==> src/verilog/arith_order_params.svh <==
`ifndef ARITH_ORDER_PARAMS_SVH
`define ARITH_ORDER_PARAMS_SVH

// apb byte offsets
`define ORDER_ADDR 8'h00
`define CMD_ADDR 8'h04
`define STATUS_ADDR 8'h08

// command register bits (write one to act)
`define CMD_LOAD_LEFT 0
`define CMD_LOAD_RIGHT 1
`define CMD_TO_OPERATE 2
`define CMD_TO_CONTROL 3
`define CMD_ARM_CORR 4

// number register word layout
`define HALF_W 10
`define RIGHT_LSB 0
`define LEFT_LSB 10
`define SIGN_BIT 31
`define ORDER_RESET 32'h0000_0000

// decoding register bit positions (bit 9 unused)
`define DEC_ROUNDOFF 0
`define DEC_ADD_SUB 1
`define DEC_ABS 2
`define DEC_CLEAR 3
`define DEC_SECOND_REG 4
`define DEC_MEM_USE 5
`define DEC_RW 6
`define DEC_ADD_MULT 7
`define DEC_SHIFT_DIR 8
`define DEC_RESET 10'h000

// timing
`define CLK_PERIOD_NS 8
`define CARRY_DELAY_NS 13000
`define CARRY_COLLAPSE_NS 9500
`define CARRY_CYCLES ((`CARRY_DELAY_NS + `CLK_PERIOD_NS - 1) / `CLK_PERIOD_NS)

`endif

==> src/verilog/arith_order_pkg.sv <==
package arith_order_pkg;
  typedef enum logic [1:0] {
    SEQ_IDLE = 2'b00,
    SEQ_CLEAR = 2'b01,
    SEQ_ROUND = 2'b10,
    SEQ_RUN = 2'b11
  } seq_state_type;
endpackage

==> src/verilog/carry_delay_timer.sv <==
`timescale 1ns/1ps
`include "arith_order_params.svh"
module carry_delay_timer #(
  parameter int CYCLES = `CARRY_CYCLES
) (
  input wire logic pclk,
  input wire logic presetn,
  input wire logic clk_en,
  input wire logic start,
  input wire logic clear,
  output logic done
);
  // the down counter is 16 bits wide
  if (CYCLES < 1 || CYCLES > 65535) $error("carry_delay_timer: bad CYCLES");

  logic [15:0] cnt_r;
  logic [15:0] cnt_nxt;
  logic run_r;
  logic run_nxt;
  logic done_r;
  logic done_nxt;

  always_comb begin
    cnt_nxt = cnt_r;
    run_nxt = run_r;
    done_nxt = done_r;
    if (clear) begin
      run_nxt = 1'b0;
      done_nxt = 1'b0;
    end else if (start) begin
      cnt_nxt = 16'(CYCLES - 1);
      run_nxt = 1'b1;
      done_nxt = 1'b0;
    end else if (run_r) begin
      if (cnt_r == 16'h0000) begin
        run_nxt = 1'b0;
        done_nxt = 1'b1;
      end else begin
        cnt_nxt = cnt_r - 16'h0001;
      end
    end
  end

  always_ff @(posedge pclk or negedge presetn) begin
    if (!presetn) begin
      cnt_r <= 16'h0000;
      run_r <= 1'b0;
      done_r <= 1'b0;
    end else if (clk_en) begin
      cnt_r <= cnt_nxt;
      run_r <= run_nxt;
      done_r <= done_nxt;
    end
  end

  assign done = done_r;
endmodule

==> src/verilog/order_decode_reg.sv <==
`timescale 1ns/1ps
`include "arith_order_params.svh"
module order_decode_reg #(
  parameter int WIDTH = `HALF_W
) (
  input wire logic pclk,
  input wire logic presetn,
  input wire logic clk_en,
  input wire logic load,
  input wire logic [WIDTH-1:0] half,
  input wire logic [WIDTH-1:0] clr_mask,
  output logic [WIDTH-1:0] dec,
  output logic dir_safety
);
  // bit positions of the flags are fixed, so only one width fits
  if (WIDTH != `HALF_W) $error("order_decode_reg: WIDTH must match order half");

  logic [WIDTH-1:0] dec_r;
  logic [WIDTH-1:0] dec_nxt;
  logic safety_r;
  logic safety_nxt;
  logic copy_r;
  logic copy_nxt;

  always_comb begin
    safety_nxt = load ? half[`DEC_SHIFT_DIR] : safety_r;
    copy_nxt = load;
    for (int i = 0; i < WIDTH; i++) begin
      if (i == `DEC_SHIFT_DIR) begin
        // direction bit only ever follows its safety flag
        dec_nxt[i] = copy_r ? safety_r : dec_r[i];
      end else if (load) begin
        dec_nxt[i] = half[i];
      end else begin
        dec_nxt[i] = clr_mask[i] ? 1'b0 : dec_r[i];
      end
    end
  end

  always_ff @(posedge pclk or negedge presetn) begin
    if (!presetn) begin
      dec_r <= WIDTH'(`DEC_RESET);
      safety_r <= 1'b0;
      copy_r <= 1'b0;
    end else if (clk_en) begin
      dec_r <= dec_nxt;
      safety_r <= safety_nxt;
      copy_r <= copy_nxt;
    end
  end

  assign dec = dec_r;
  assign dir_safety = safety_r;
endmodule

==> src/verilog/arith_order_decode_control.sv <==
// The APB register port and the register addresses were left to the implementer.
`timescale 1ns/1ps
`include "arith_order_params.svh"
module arith_order_decode_control
  import arith_order_pkg::*;
#(
  parameter int CARRY_CYCLES = `CARRY_CYCLES
) (
  input wire logic pclk,
  input wire logic presetn,
  input wire logic clk_en,
  input wire logic psel,
  input wire logic penable,
  input wire logic pwrite,
  input wire logic [7:0] paddr,
  input wire logic [31:0] pwdata,
  output logic [31:0] prdata,
  output logic pready,
  output logic pslverr,
  input wire logic first_clear_phase,
  input wire logic second_clear_phase,
  input wire logic gate_phase_pulse,
  input wire logic end_enable_driver,
  input wire logic corr_sub_done,
  input wire logic slave_clear_req,
  input wire logic acc_sign,
  output logic end_pass_gate,
  output logic false_control_flag,
  output logic end_flag,
  output logic counter_reset_flag,
  output logic second_clear_enable,
  output logic adder_gate_enable,
  output logic gate_phase_enable,
  output logic master_clear_pulse,
  output logic slave_clear_pulse,
  output logic roundoff_insert,
  output logic arith_go,
  output logic complement_sub,
  output logic mem_read,
  output logic mem_write,
  output logic addr_to_order_counter,
  output logic addr_to_shift_counter,
  output logic shift_left,
  output logic shift_right,
  output logic mult_order
);
  // a wait shorter than the collapse time would let unsettled sums through
  if (`CARRY_DELAY_NS <= `CARRY_COLLAPSE_NS) $error("carry delay below collapse");
  if (CARRY_CYCLES < 1 || CARRY_CYCLES > 65535) $error("CARRY_CYCLES out of range");

  // apb slave: zero wait, pready rises in the access phase
  logic pready_r;
  logic pready_nxt;
  logic pslverr_r;
  logic pslverr_nxt;
  logic [31:0] prdata_r;
  logic [31:0] prdata_nxt;
  logic [31:0] order_r;
  logic [31:0] order_nxt;
  logic setup;
  logic wr_acc;
  logic [4:0] cmd;
  logic [31:0] status;

  assign setup = psel && !penable;
  assign wr_acc = psel && penable && pready_r && pwrite;
  assign cmd = (wr_acc && paddr == `CMD_ADDR) ? pwdata[4:0] : 5'h00;

  // control sequence state
  logic operate_r;
  logic operate_nxt;
  logic mcf_r;
  logic mcf_nxt;
  logic fcf_r;
  logic fcf_nxt;
  logic end_r;
  logic end_nxt;
  logic crf_r;
  logic crf_nxt;
  logic eed_r;
  logic dreq_r;
  logic dreq_nxt;
  logic gsl_r;
  logic gsl_nxt;
  seq_state_type seq_r;
  seq_state_type seq_nxt;

  // decoding register
  logic [`HALF_W-1:0] dec;
  logic [`HALF_W-1:0] clr_mask;
  logic dir_safety;
  logic dec_load;
  logic [`HALF_W-1:0] half_sel;

  // orders enter only while the control sequence runs
  assign dec_load = !operate_r && (cmd[`CMD_LOAD_LEFT] || cmd[`CMD_LOAD_RIGHT]);
  assign half_sel = cmd[`CMD_LOAD_LEFT] ? order_r[`LEFT_LSB +: `HALF_W]
                                        : order_r[`RIGHT_LSB +: `HALF_W];

  order_decode_reg #(
    .WIDTH(`HALF_W)
  ) u_dec (
    .pclk(pclk),
    .presetn(presetn),
    .clk_en(clk_en),
    .load(dec_load),
    .half(half_sel),
    .clr_mask(clr_mask),
    .dec(dec),
    .dir_safety(dir_safety)
  );

  logic divide;
  logic delay_start;
  logic delay_done;
  logic delay_done_gate;

  assign divide = dec[`DEC_ADD_MULT] && dec[`DEC_ABS] && operate_r;

  carry_delay_timer #(
    .CYCLES(CARRY_CYCLES)
  ) u_delay (
    .pclk(pclk),
    .presetn(presetn),
    .clk_en(clk_en),
    .start(delay_start && (!dreq_r || gate_phase_pulse)),
    .clear(gate_phase_pulse && !delay_start),
    .done(delay_done)
  );

  // apb next state
  always_comb begin
    pready_nxt = setup;
    pslverr_nxt = 1'b0;
    prdata_nxt = prdata_r;
    order_nxt = order_r;
    if (setup) begin
      prdata_nxt = 32'h0000_0000;
      case (paddr)
        `ORDER_ADDR: prdata_nxt = order_r;
        `CMD_ADDR: prdata_nxt = 32'h0000_0000;
        `STATUS_ADDR: prdata_nxt = status;
        default: pslverr_nxt = 1'b1;
      endcase
    end
    if (wr_acc && paddr == `ORDER_ADDR) begin
      order_nxt = pwdata;
    end
  end

  always_ff @(posedge pclk or negedge presetn) begin
    if (!presetn) begin
      pready_r <= 1'b0;
      pslverr_r <= 1'b0;
      prdata_r <= 32'h0000_0000;
      order_r <= `ORDER_RESET;
    end else if (clk_en) begin
      pready_r <= pready_nxt;
      pslverr_r <= pslverr_nxt;
      prdata_r <= prdata_nxt;
      order_r <= order_nxt;
    end
  end

  // end-of-operation and multiplier-correction flags
  always_comb begin
    operate_nxt = operate_r;
    if (cmd[`CMD_TO_CONTROL]) begin
      operate_nxt = 1'b0;
    end else if (cmd[`CMD_TO_OPERATE]) begin
      operate_nxt = 1'b1;
    end
    mcf_nxt = mcf_r;
    if (corr_sub_done) begin
      mcf_nxt = 1'b1;
    end else if (cmd[`CMD_ARM_CORR]) begin
      mcf_nxt = 1'b0;
    end
    fcf_nxt = fcf_r;
    end_nxt = end_r;
    crf_nxt = crf_r;
    if (end_enable_driver && !eed_r) begin
      end_nxt = 1'b0;
      if (!mcf_r) begin
        fcf_nxt = 1'b1;
      end
    end else if (fcf_r && !end_r) begin
      // the false turnover acts like a control turnover on both flags
      end_nxt = 1'b1;
      crf_nxt = 1'b1;
    end else if (fcf_r && end_r && crf_r) begin
      fcf_nxt = 1'b0;
    end
    if (cmd[`CMD_TO_CONTROL]) begin
      end_nxt = 1'b1;
      crf_nxt = 1'b1;
    end else if (cmd[`CMD_TO_OPERATE]) begin
      crf_nxt = 1'b0;
    end
  end

  always_ff @(posedge pclk or negedge presetn) begin
    if (!presetn) begin
      operate_r <= 1'b0;
      mcf_r <= 1'b1;
      fcf_r <= 1'b0;
      end_r <= 1'b1;
      crf_r <= 1'b1;
      eed_r <= 1'b0;
    end else if (clk_en) begin
      operate_r <= operate_nxt;
      mcf_r <= mcf_nxt;
      fcf_r <= fcf_nxt;
      end_r <= end_nxt;
      crf_r <= crf_nxt;
      eed_r <= end_enable_driver;
    end
  end

  // carry delay selector and gate-select latch
  assign delay_start = (first_clear_phase && !divide)
                    || (divide && (first_clear_phase || second_clear_phase));
  // an expiry with neither clear phase still up enables nothing
  assign delay_done_gate = delay_done && dreq_r
                        && (first_clear_phase || second_clear_phase);

  always_comb begin
    dreq_nxt = dreq_r;
    if (gate_phase_pulse) begin
      dreq_nxt = 1'b0;
    end
    // a trigger in the clearing cycle still wins
    if (delay_start) begin
      dreq_nxt = 1'b1;
    end
    gsl_nxt = gsl_r;
    if (first_clear_phase) begin
      gsl_nxt = 1'b1;
    end else if (second_clear_phase) begin
      gsl_nxt = 1'b0;
    end
  end

  always_ff @(posedge pclk or negedge presetn) begin
    if (!presetn) begin
      dreq_r <= 1'b0;
      gsl_r <= 1'b0;
    end else if (clk_en) begin
      dreq_r <= dreq_nxt;
      gsl_r <= gsl_nxt;
    end
  end

  // clear and roundoff sequencing before arithmetic
  logic mclr_nxt;
  logic rins_nxt;

  always_comb begin
    seq_nxt = seq_r;
    mclr_nxt = 1'b0;
    rins_nxt = 1'b0;
    clr_mask = '0;
    case (seq_r)
      SEQ_IDLE: begin
        if (operate_r) begin
          if (dec[`DEC_CLEAR]) begin
            mclr_nxt = 1'b1;
            seq_nxt = SEQ_CLEAR;
          end else if (!dec[`DEC_ROUNDOFF]) begin
            seq_nxt = SEQ_RUN;
          end
          // roundoff without clear stays here for good
        end
      end
      SEQ_CLEAR: begin
        clr_mask[`DEC_CLEAR] = 1'b1;
        clr_mask[`DEC_SECOND_REG] = 1'b1;
        seq_nxt = dec[`DEC_ROUNDOFF] ? SEQ_ROUND : SEQ_RUN;
      end
      SEQ_ROUND: begin
        rins_nxt = 1'b1;
        clr_mask[`DEC_ROUNDOFF] = 1'b1;
        seq_nxt = SEQ_RUN;
      end
      SEQ_RUN: begin
        if (!operate_r) begin
          seq_nxt = SEQ_IDLE;
        end
      end
      default: seq_nxt = SEQ_IDLE;
    endcase
    if (!operate_r) begin
      seq_nxt = SEQ_IDLE;
    end
  end

  always_ff @(posedge pclk or negedge presetn) begin
    if (!presetn) begin
      seq_r <= SEQ_IDLE;
    end else if (clk_en) begin
      seq_r <= seq_nxt;
    end
  end

  // decoded outputs, all registered
  logic [2:0] cond_bits;
  logic go_now;
  logic [18:0] out_nxt;
  logic [18:0] out_r;

  assign go_now = operate_r && !dec[`DEC_CLEAR] && !dec[`DEC_ROUNDOFF]
               && (seq_r == SEQ_RUN);
  assign cond_bits = {dec[`DEC_MEM_USE], dec[`DEC_RW], dec[`DEC_SECOND_REG]};

  always_comb begin
    out_nxt = '0;
    out_nxt[0] = end_enable_driver && mcf_r;
    out_nxt[1] = fcf_nxt;
    out_nxt[2] = end_nxt;
    out_nxt[3] = crf_nxt;
    out_nxt[4] = delay_done_gate
              || (second_clear_phase && !divide);
    out_nxt[5] = gsl_nxt;
    out_nxt[6] = !gsl_nxt;
    out_nxt[7] = mclr_nxt;
    out_nxt[8] = slave_clear_req && !dec[`DEC_CLEAR];
    out_nxt[9] = rins_nxt;
    out_nxt[10] = go_now;
    // subtract, add abs of negative, subtract abs of positive
    out_nxt[11] = dec[`DEC_ABS] ? (dec[`DEC_ADD_SUB] ^ order_r[`SIGN_BIT])
                               : dec[`DEC_ADD_SUB];
    if (operate_r) begin
      out_nxt[12] = dec[`DEC_MEM_USE] && dec[`DEC_RW];
      out_nxt[13] = dec[`DEC_MEM_USE] && !dec[`DEC_RW];
      // conditional transfer only jumps on a non-negative accumulator
      out_nxt[14] = (cond_bits == 3'b010)
                 || (cond_bits == 3'b011 && !acc_sign);
      out_nxt[15] = !dec[`DEC_MEM_USE] && !dec[`DEC_RW];
      out_nxt[16] = !dec[`DEC_SHIFT_DIR];
      out_nxt[17] = dec[`DEC_SHIFT_DIR];
      out_nxt[18] = dec[`DEC_ADD_MULT] && !dec[`DEC_ABS];
    end
  end

  always_ff @(posedge pclk or negedge presetn) begin
    if (!presetn) begin
      out_r <= 19'h0000c;
    end else if (clk_en) begin
      out_r <= out_nxt;
    end
  end

  assign status = {11'h000, dir_safety, seq_r, gsl_r, dreq_r, crf_r, end_r,
                   fcf_r, mcf_r, operate_r, 1'b0, dec};

  assign prdata = prdata_r;
  assign pready = pready_r;
  assign pslverr = pslverr_r;
  assign end_pass_gate = out_r[0];
  assign false_control_flag = out_r[1];
  assign end_flag = out_r[2];
  assign counter_reset_flag = out_r[3];
  assign second_clear_enable = out_r[4];
  assign adder_gate_enable = out_r[5];
  assign gate_phase_enable = out_r[6];
  assign master_clear_pulse = out_r[7];
  assign slave_clear_pulse = out_r[8];
  assign roundoff_insert = out_r[9];
  assign arith_go = out_r[10];
  assign complement_sub = out_r[11];
  assign mem_read = out_r[12];
  assign mem_write = out_r[13];
  assign addr_to_order_counter = out_r[14];
  assign addr_to_shift_counter = out_r[15];
  assign shift_left = out_r[16];
  assign shift_right = out_r[17];
  assign mult_order = out_r[18];
endmodule

==> config.mk <==
export PLATFORM = sky130hd
export DESIGN_NAME = arith_order_decode_control
export DESIGN_NICKNAME = d
export VERILOG_FILES = /design/src/verilog/arith_order_pkg.sv /design/src/verilog/carry_delay_timer.sv /design/src/verilog/order_decode_reg.sv /design/src/verilog/arith_order_decode_control.sv
export VERILOG_INCLUDE_DIRS = /design/src /design/src/verilog
export SDC_FILE = /design/constraint.sdc
export NUM_CORES = 1
export LEC_CHECK = 0
export ABC_AREA = 1
export BUFFER_PORTS_ARGS = -buffer_cell sky130_fd_sc_hd__buf_2
export CORE_ASPECT_RATIO = 0.7
export CORE_UTILIZATION = 45
export DETAILED_ROUTE_END_ITERATION = 7
export GPL_ROUTABILITY_DRIVEN = 0
export HOLD_SLACK_MARGIN = 0.06
export PLACE_DENSITY = 0.67
export SYNTH_ARGS = -nofsm -noshare
export SYNTH_HDL_FRONTEND = slang
export SYNTH_SLANG_ARGS = --single-unit
==> constraint.sdc <==
create_clock -name pclk -period 1.8 [get_ports pclk]
set_clock_uncertainty 0.1 [all_clocks]
set_input_delay 0.18 -clock pclk [delete_from_list [all_inputs] [get_ports pclk]]
set_output_delay 0.18 -clock pclk [all_outputs]
set_load 0.005 [all_outputs]
Word-level counts from Yosys, hierarchy flattened
Cells that the tools add are included.
Widths: inputs -> output; s select.
{ "totals": {"regBits": 125, "inputBits": 53} }
{ "classes": {"add_sub_neg": 1, "n_eq_ne": 10, "n_mux": 53, "n_bitwise": 2, "n_reduce_logical": 77} }
{ "op_table": {"columns": ["cell", "n"], "rows": [
  ["$pmux 32 s2", 1],
  ["$mux 16", 3],
  ["$mux 1", 41],
  ["$logic_and 1x1->1", 30],
  ["$reduce_and 2->1", 10],
  ["$logic_not 16->1", 1],
  ["$sub 16x1->16 const B", 1],
  ["$logic_not 1->1", 15],
  ["$reduce_bool 2->1", 7],
  ["$mux 10", 1],
  ["$eq 8x3->1 const B", 1],
  ["$eq 8x4->1 const B", 1],
  ["$logic_not 8->1", 1],
  ["$mux 2", 4],
  ["$mux 7", 1],
  ["$eq 3x2->1 const B", 2],
  ["$logic_or 1x1->1", 6],
  ["$pmux 2 s3", 1],
  ["$reduce_and 3->1", 2],
  ["$reduce_bool 3->1", 2],
  ["$mux 5", 1],
  ["$eq 2x2->1 const B", 2],
  ["$ne 4x3->1 const B", 1],
  ["$reduce_and 4->1", 1],
  ["other kinds (7)", 7]
]} }

Depth between registers and ports, before layout
{ "logic_depth": {"depth_word": 9, "ltp_mapped": 11, "depth_no_buf": 10} }

By module
Synthesis repeated with hierarchy kept, for this count alone.
{ "unflattened": {"cells_unflattened": 772, "hier_area_um2": 5900.7} }
{ "by_module_without_submodules": {"columns": ["module", "n_inst", "cells_each", "area_each_um2", "seq_area_each_um2"], "rows": [
  ["arith_order_decode_control", 1, 541, 4231.6, 2280.9],
  ["carry_delay_timer", 1, 170, 1151.1, 450.4],
  ["order_decode_reg", 1, 61, 518.0, 300.3]
]} }

Least setup slack after synthesis
OpenSTA, ideal clock, no wires.
{ "synth_timing": {"kind": "register to register", "from": "register u_delay.cnt_r[0]", "to": "register u_delay.cnt_r[12]", "setup_time_ns": 0.065, "t_arrival_ns": 1.465, "required_time_ns": 1.635, "path_slack_ns": 0.170, "path_stages_with_launch": 12, "synth_period_minus_slack_ns": 1.630, "path_cell_list": "dfrtp_1 inv_1 ha_1 nand2_2 nor2_2 nand2_1 nand2_1 nand2_1 nand2_2 buf_4 nand2_1 nand2_1"} }
{ "synth_via": {"elab_chain_cells": 4, "word_cells_on_any_way": 7, "cone_classes": "add/sub (1); eq/ne (1); mux (3); reduce/logical (2)"} }
{ "synth_rtl": {"columns": ["element", "line", "source"], "rows": [
  ["start: declaration", "carry_delay_timer.sv:16", "logic [15:0] cnt_r;"],
  ["start signal: assignment", "carry_delay_timer.sv:50", "cnt_r <= cnt_nxt;"],
  ["$sub 16x1->16", "carry_delay_timer.sv:39", "cnt_nxt = cnt_r - 16'h0001;"],
  ["$mux 16", "carry_delay_timer.sv:35", "if (cnt_r == 16'h0000) begin"],
  ["$mux 16", "carry_delay_timer.sv:34", "end else if (run_r) begin"],
  ["$mux 16", "carry_delay_timer.sv:30", "end else if (start) begin"]
]} }
Parallel ways exist; a longest one is shown, timed or not. The select of a mux whose other input is x is not followed.
A chain may end at the register's enable or synchronous reset.

Worst setup path in the final report
{ "layout_timing": {"from": "register u_delay.cnt_r[0]", "to": "register u_delay.cnt_r[13]"} }
Same word-level chain as after synthesis.

==> results.sh <==
export IMPL_status="finished, violations left"
export IMPL_violations="DRC"
export IMPL_drt_wl_total_um=16700
export IMPL_cts_tree="built"
export IMPL_num_vias=5728
export IMPL_dieArea_um2=13400
export IMPL_core_um2=12500
export IMPL_grt_ovfl_total=0
export IMPL_clk_pin_slew_worst_paths_ns=0.06
export IMPL_leakage_nw=4.18
export IMPL_grt_max_degree=84
export IMPL_cp_required_ns=2.01
export IMPL_dp_cells=1021
export IMPL_r2r_start="u_delay.cnt_r[0]"
export IMPL_finalNetCount=980
export IMPL_synth_cell_types=37
export IMPL_postSynthCellCount=754
export IMPL_crit_family="simple AND/OR/NAND/NOR gates"
export IMPL_drt_wirelength_per_cell_um=15.2
export IMPL_antenna_cells=0
export IMPL_synth_edf_count=0
export IMPL_cp_max_fo=16
export IMPL_p_per_area_nw_per_um2=1120
export IMPL_synth_top_area_share_pct=50.6
export IMPL_drc=12
export IMPL_place_area_um2=6730
export IMPL_min_period_ns=1.64
export IMPL_cp_start_kind="flip-flop"
export IMPL_drtPass1Iterations=7
export IMPL_io_buffer_count=105
export IMPL_setup_viol=0
export IMPL_fillerInstances=1069
export IMPL_start_util_pct=46.5
export IMPL_path_class="reg2reg"
export IMPL_hold_path_class="in2reg"
export IMPL_syn_to_final_growth_pct=34.2
export IMPL_vias_per_cell=5.22
export IMPL_crit_top_cell="nand2_1"
export IMPL_synth_area_um2=5840
export IMPL_antenna_found_initial=0
export IMPL_drv_slew=0
export IMPL_clk_path_buf_depth=2
export IMPL_io_pins=106
export IMPL_worstSkewPairLatency_ns=0.42
export IMPL_ys_ff_latch=121
export IMPL_critical_path_max_stage_delay_ns=0.37
export IMPL_drtAntennaViolNets=0
export IMPL_grt_pass1_vias=5599
export IMPL_syn_nets=812
export IMPL_min_from="clk_en"
export IMPL_synth_sequential_area_ratio_pct=51.9
export IMPL_fin_cells=1097
export IMPL_setup_slack_ns=0.162
export IMPL_whs_ns=0.102
export IMPL_grt_pass1_wl_um=27800
export IMPL_synthFlopType="dfrtp_1"
export IMPL_syn_mean_instance_area_um2=7.74
export IMPL_track_usage_pct=26.4
export IMPL_rsz0062_at_grt="false"
export IMPL_vdd_drop_max_mv=0.632
export IMPL_max_slew_margin_pct=67.7
export IMPL_tightestPinTransition_ns=0.484
export IMPL_drv_cap=0
export IMPL_ys_async_sr_fraction_pct=100
export IMPL_post_cts_setup_buffers=0
export IMPL_final_hold_viol_count=0
export IMPL_yosysWarningCount=0
export IMPL_worstPathArrival_ns=1.84
export IMPL_dp_slack_ns=0.0950
export IMPL_synthTopCellsByArea="dfrtp_1, nand2_1, nand3_1, nor2_1, a21oi_1"
export IMPL_final_cell_area_um2=7840
export IMPL_dp_hpwl_um=11500
export IMPL_layout_drive_gt1_share_pct=20.7
export IMPL_drtIter0Drc=462
export IMPL_core_rowCount=34
export IMPL_die_h_um=97.3
export IMPL_cp_cell_sequence="inv_1 > ha_1 > nand2_2 > nor2_2 > nand2_1 > nand3_1 > nand2_4 > nand2_1 > nand2_1"
export IMPL_cts_root_buffer="clkbuf_16"
export IMPL_clock_sinks=121
export IMPL_tns_ns=0
export IMPL_crit_buf_inv=1
export IMPL_setup_worst_path_start="u_delay.cnt_r[0]"
export IMPL_cts_buffers=17
export IMPL_htreeDepth=4
export IMPL_finalCritPeriodShare_pct=91.0
export IMPL_synth_top_area_cell="dfrtp_1"
export IMPL_cp_end_kind="flip-flop"
export IMPL_die_x_um=138
export IMPL_crit_slowest_cell="dfrtp_1"
export IMPL_clock_fmax_mhz=611
==> report_power, final <==
group	internal, W	switching [W]
clock network	0.00240	0.00129
registers	0.00301	0.000295
logic	0.000732	0.00103
total	0.00614	0.00262
==> flip-flops by register name, summed over array words and instances, names as in the netlist <==
name              flops
mcf_r                 1
u_delay.cnt_r        16
order_r              32
u_dec.dir_safety      1
seq_r                 2
u_delay.run_r         1
u_dec.copy_r          1
out_r                19
eed_r                 1
operate_r             1
pready                1
prdata               32
u_dec.dec            10
dreq_r                1
u_delay.done          1
pslverr               1
==> Yosys cell counts, drive strengths merged, types with 4 or more instances <==
library cell  count
nand2           284
nand3            79
o21ai            23
ha                5
buf              20
or2               4
nand4            14
nor2             64
a21oi            46
clkbuf           12
inv              60
dfrtp           118
nor3              7
==> through the flow <==
stage | total power, W | util (%)
after global routing | 0.00924 | 62.4
final | 0.00876 | 62.4
after CTS | 0.00876 | 62.3
after detailed placement | 0.00498 | 53.6
after global placement | 0.00489 | 53.6
after floorplan | 0.00431 | -
==> timing repair <==
item | CTS | global route
gates resized for setup | 0 | 4
endpoints found under the hold margin | 161 | 0
setup endpoints to repair | 0 | 18
hold buffers | 44 | 0
==> layout by cell type (no fill, tap or decap), types with 14 or more instances in the layout <==
| cell | count |
|---|---|
| nand2_1 | 279 |
| dfrtp_1 | 118 |
| buf_2 | 104 |
| nand3_1 | 77 |
| inv_1 | 59 |
| nor2_1 | 59 |
| a21oi_1 | 45 |
| dlygate4sd3_1 | 44 |
| buf_4 | 28 |
| o21ai_0 | 20 |
| clkbuf_16 | 17 |
| nand4_1 | 14 |
==> layer usage <==
layer,global-route usage (%),up-vias,part of all wire [%]
li1,-,2740,-
met1,37.2,2741,47
met2,40.8,224,45
met3,6.01,23,6.8
met4,8.04,0,1.7
met5,0,-,0
==> cells by family after synthesis <==
logic type,synth area share (%)
flip-flops,51.9
buffers and inverters,6.51
AO/OA/AOI/OAI,7.24
AND/OR/NAND/NOR,32.5
XOR/XNOR,0.750
adder cells (fa/ha/maj),1.07
==> area by class of cell <==
class,count,area (um^2),share of cell area [%]
Clock buffer,19,453,5.78
Clock inverter,13,194,2.48
Inverter,61,229,2.92
Multi-Input combinational cell,540,2450,31.3
Sequential cell,121,3030,38.7
Tap cell,162,203,2.59
Timing Repair Buffer,181,1270,16.2
==> worst paths after layout <==
path	end	slack, ns	depth (start not counted)
max	u_delay.cnt_r[13]	0.16	9
min	out_r[1]	0.10	4
min in group asynchronous	prdata[3]	0.26	3
max in group asynchronous	out_r[3]	0.95	3
max reg2reg	u_delay.cnt_r[13]	0.16	9
min reg2reg	out_r[14]	0.37	1
==> worst reg2reg max path, cell delays in order, from the launching register on <==
cell	delay (ns)
dfrtp_1	0.37
inv_1	0.07
ha_1	0.18
nand2_2	0.11
nor2_2	0.16
nand2_1	0.09
nand3_1	0.13
nand2_4	0.15
nand2_1	0.12
nand2_1	0.05
(Power assumes the default switching activity.)
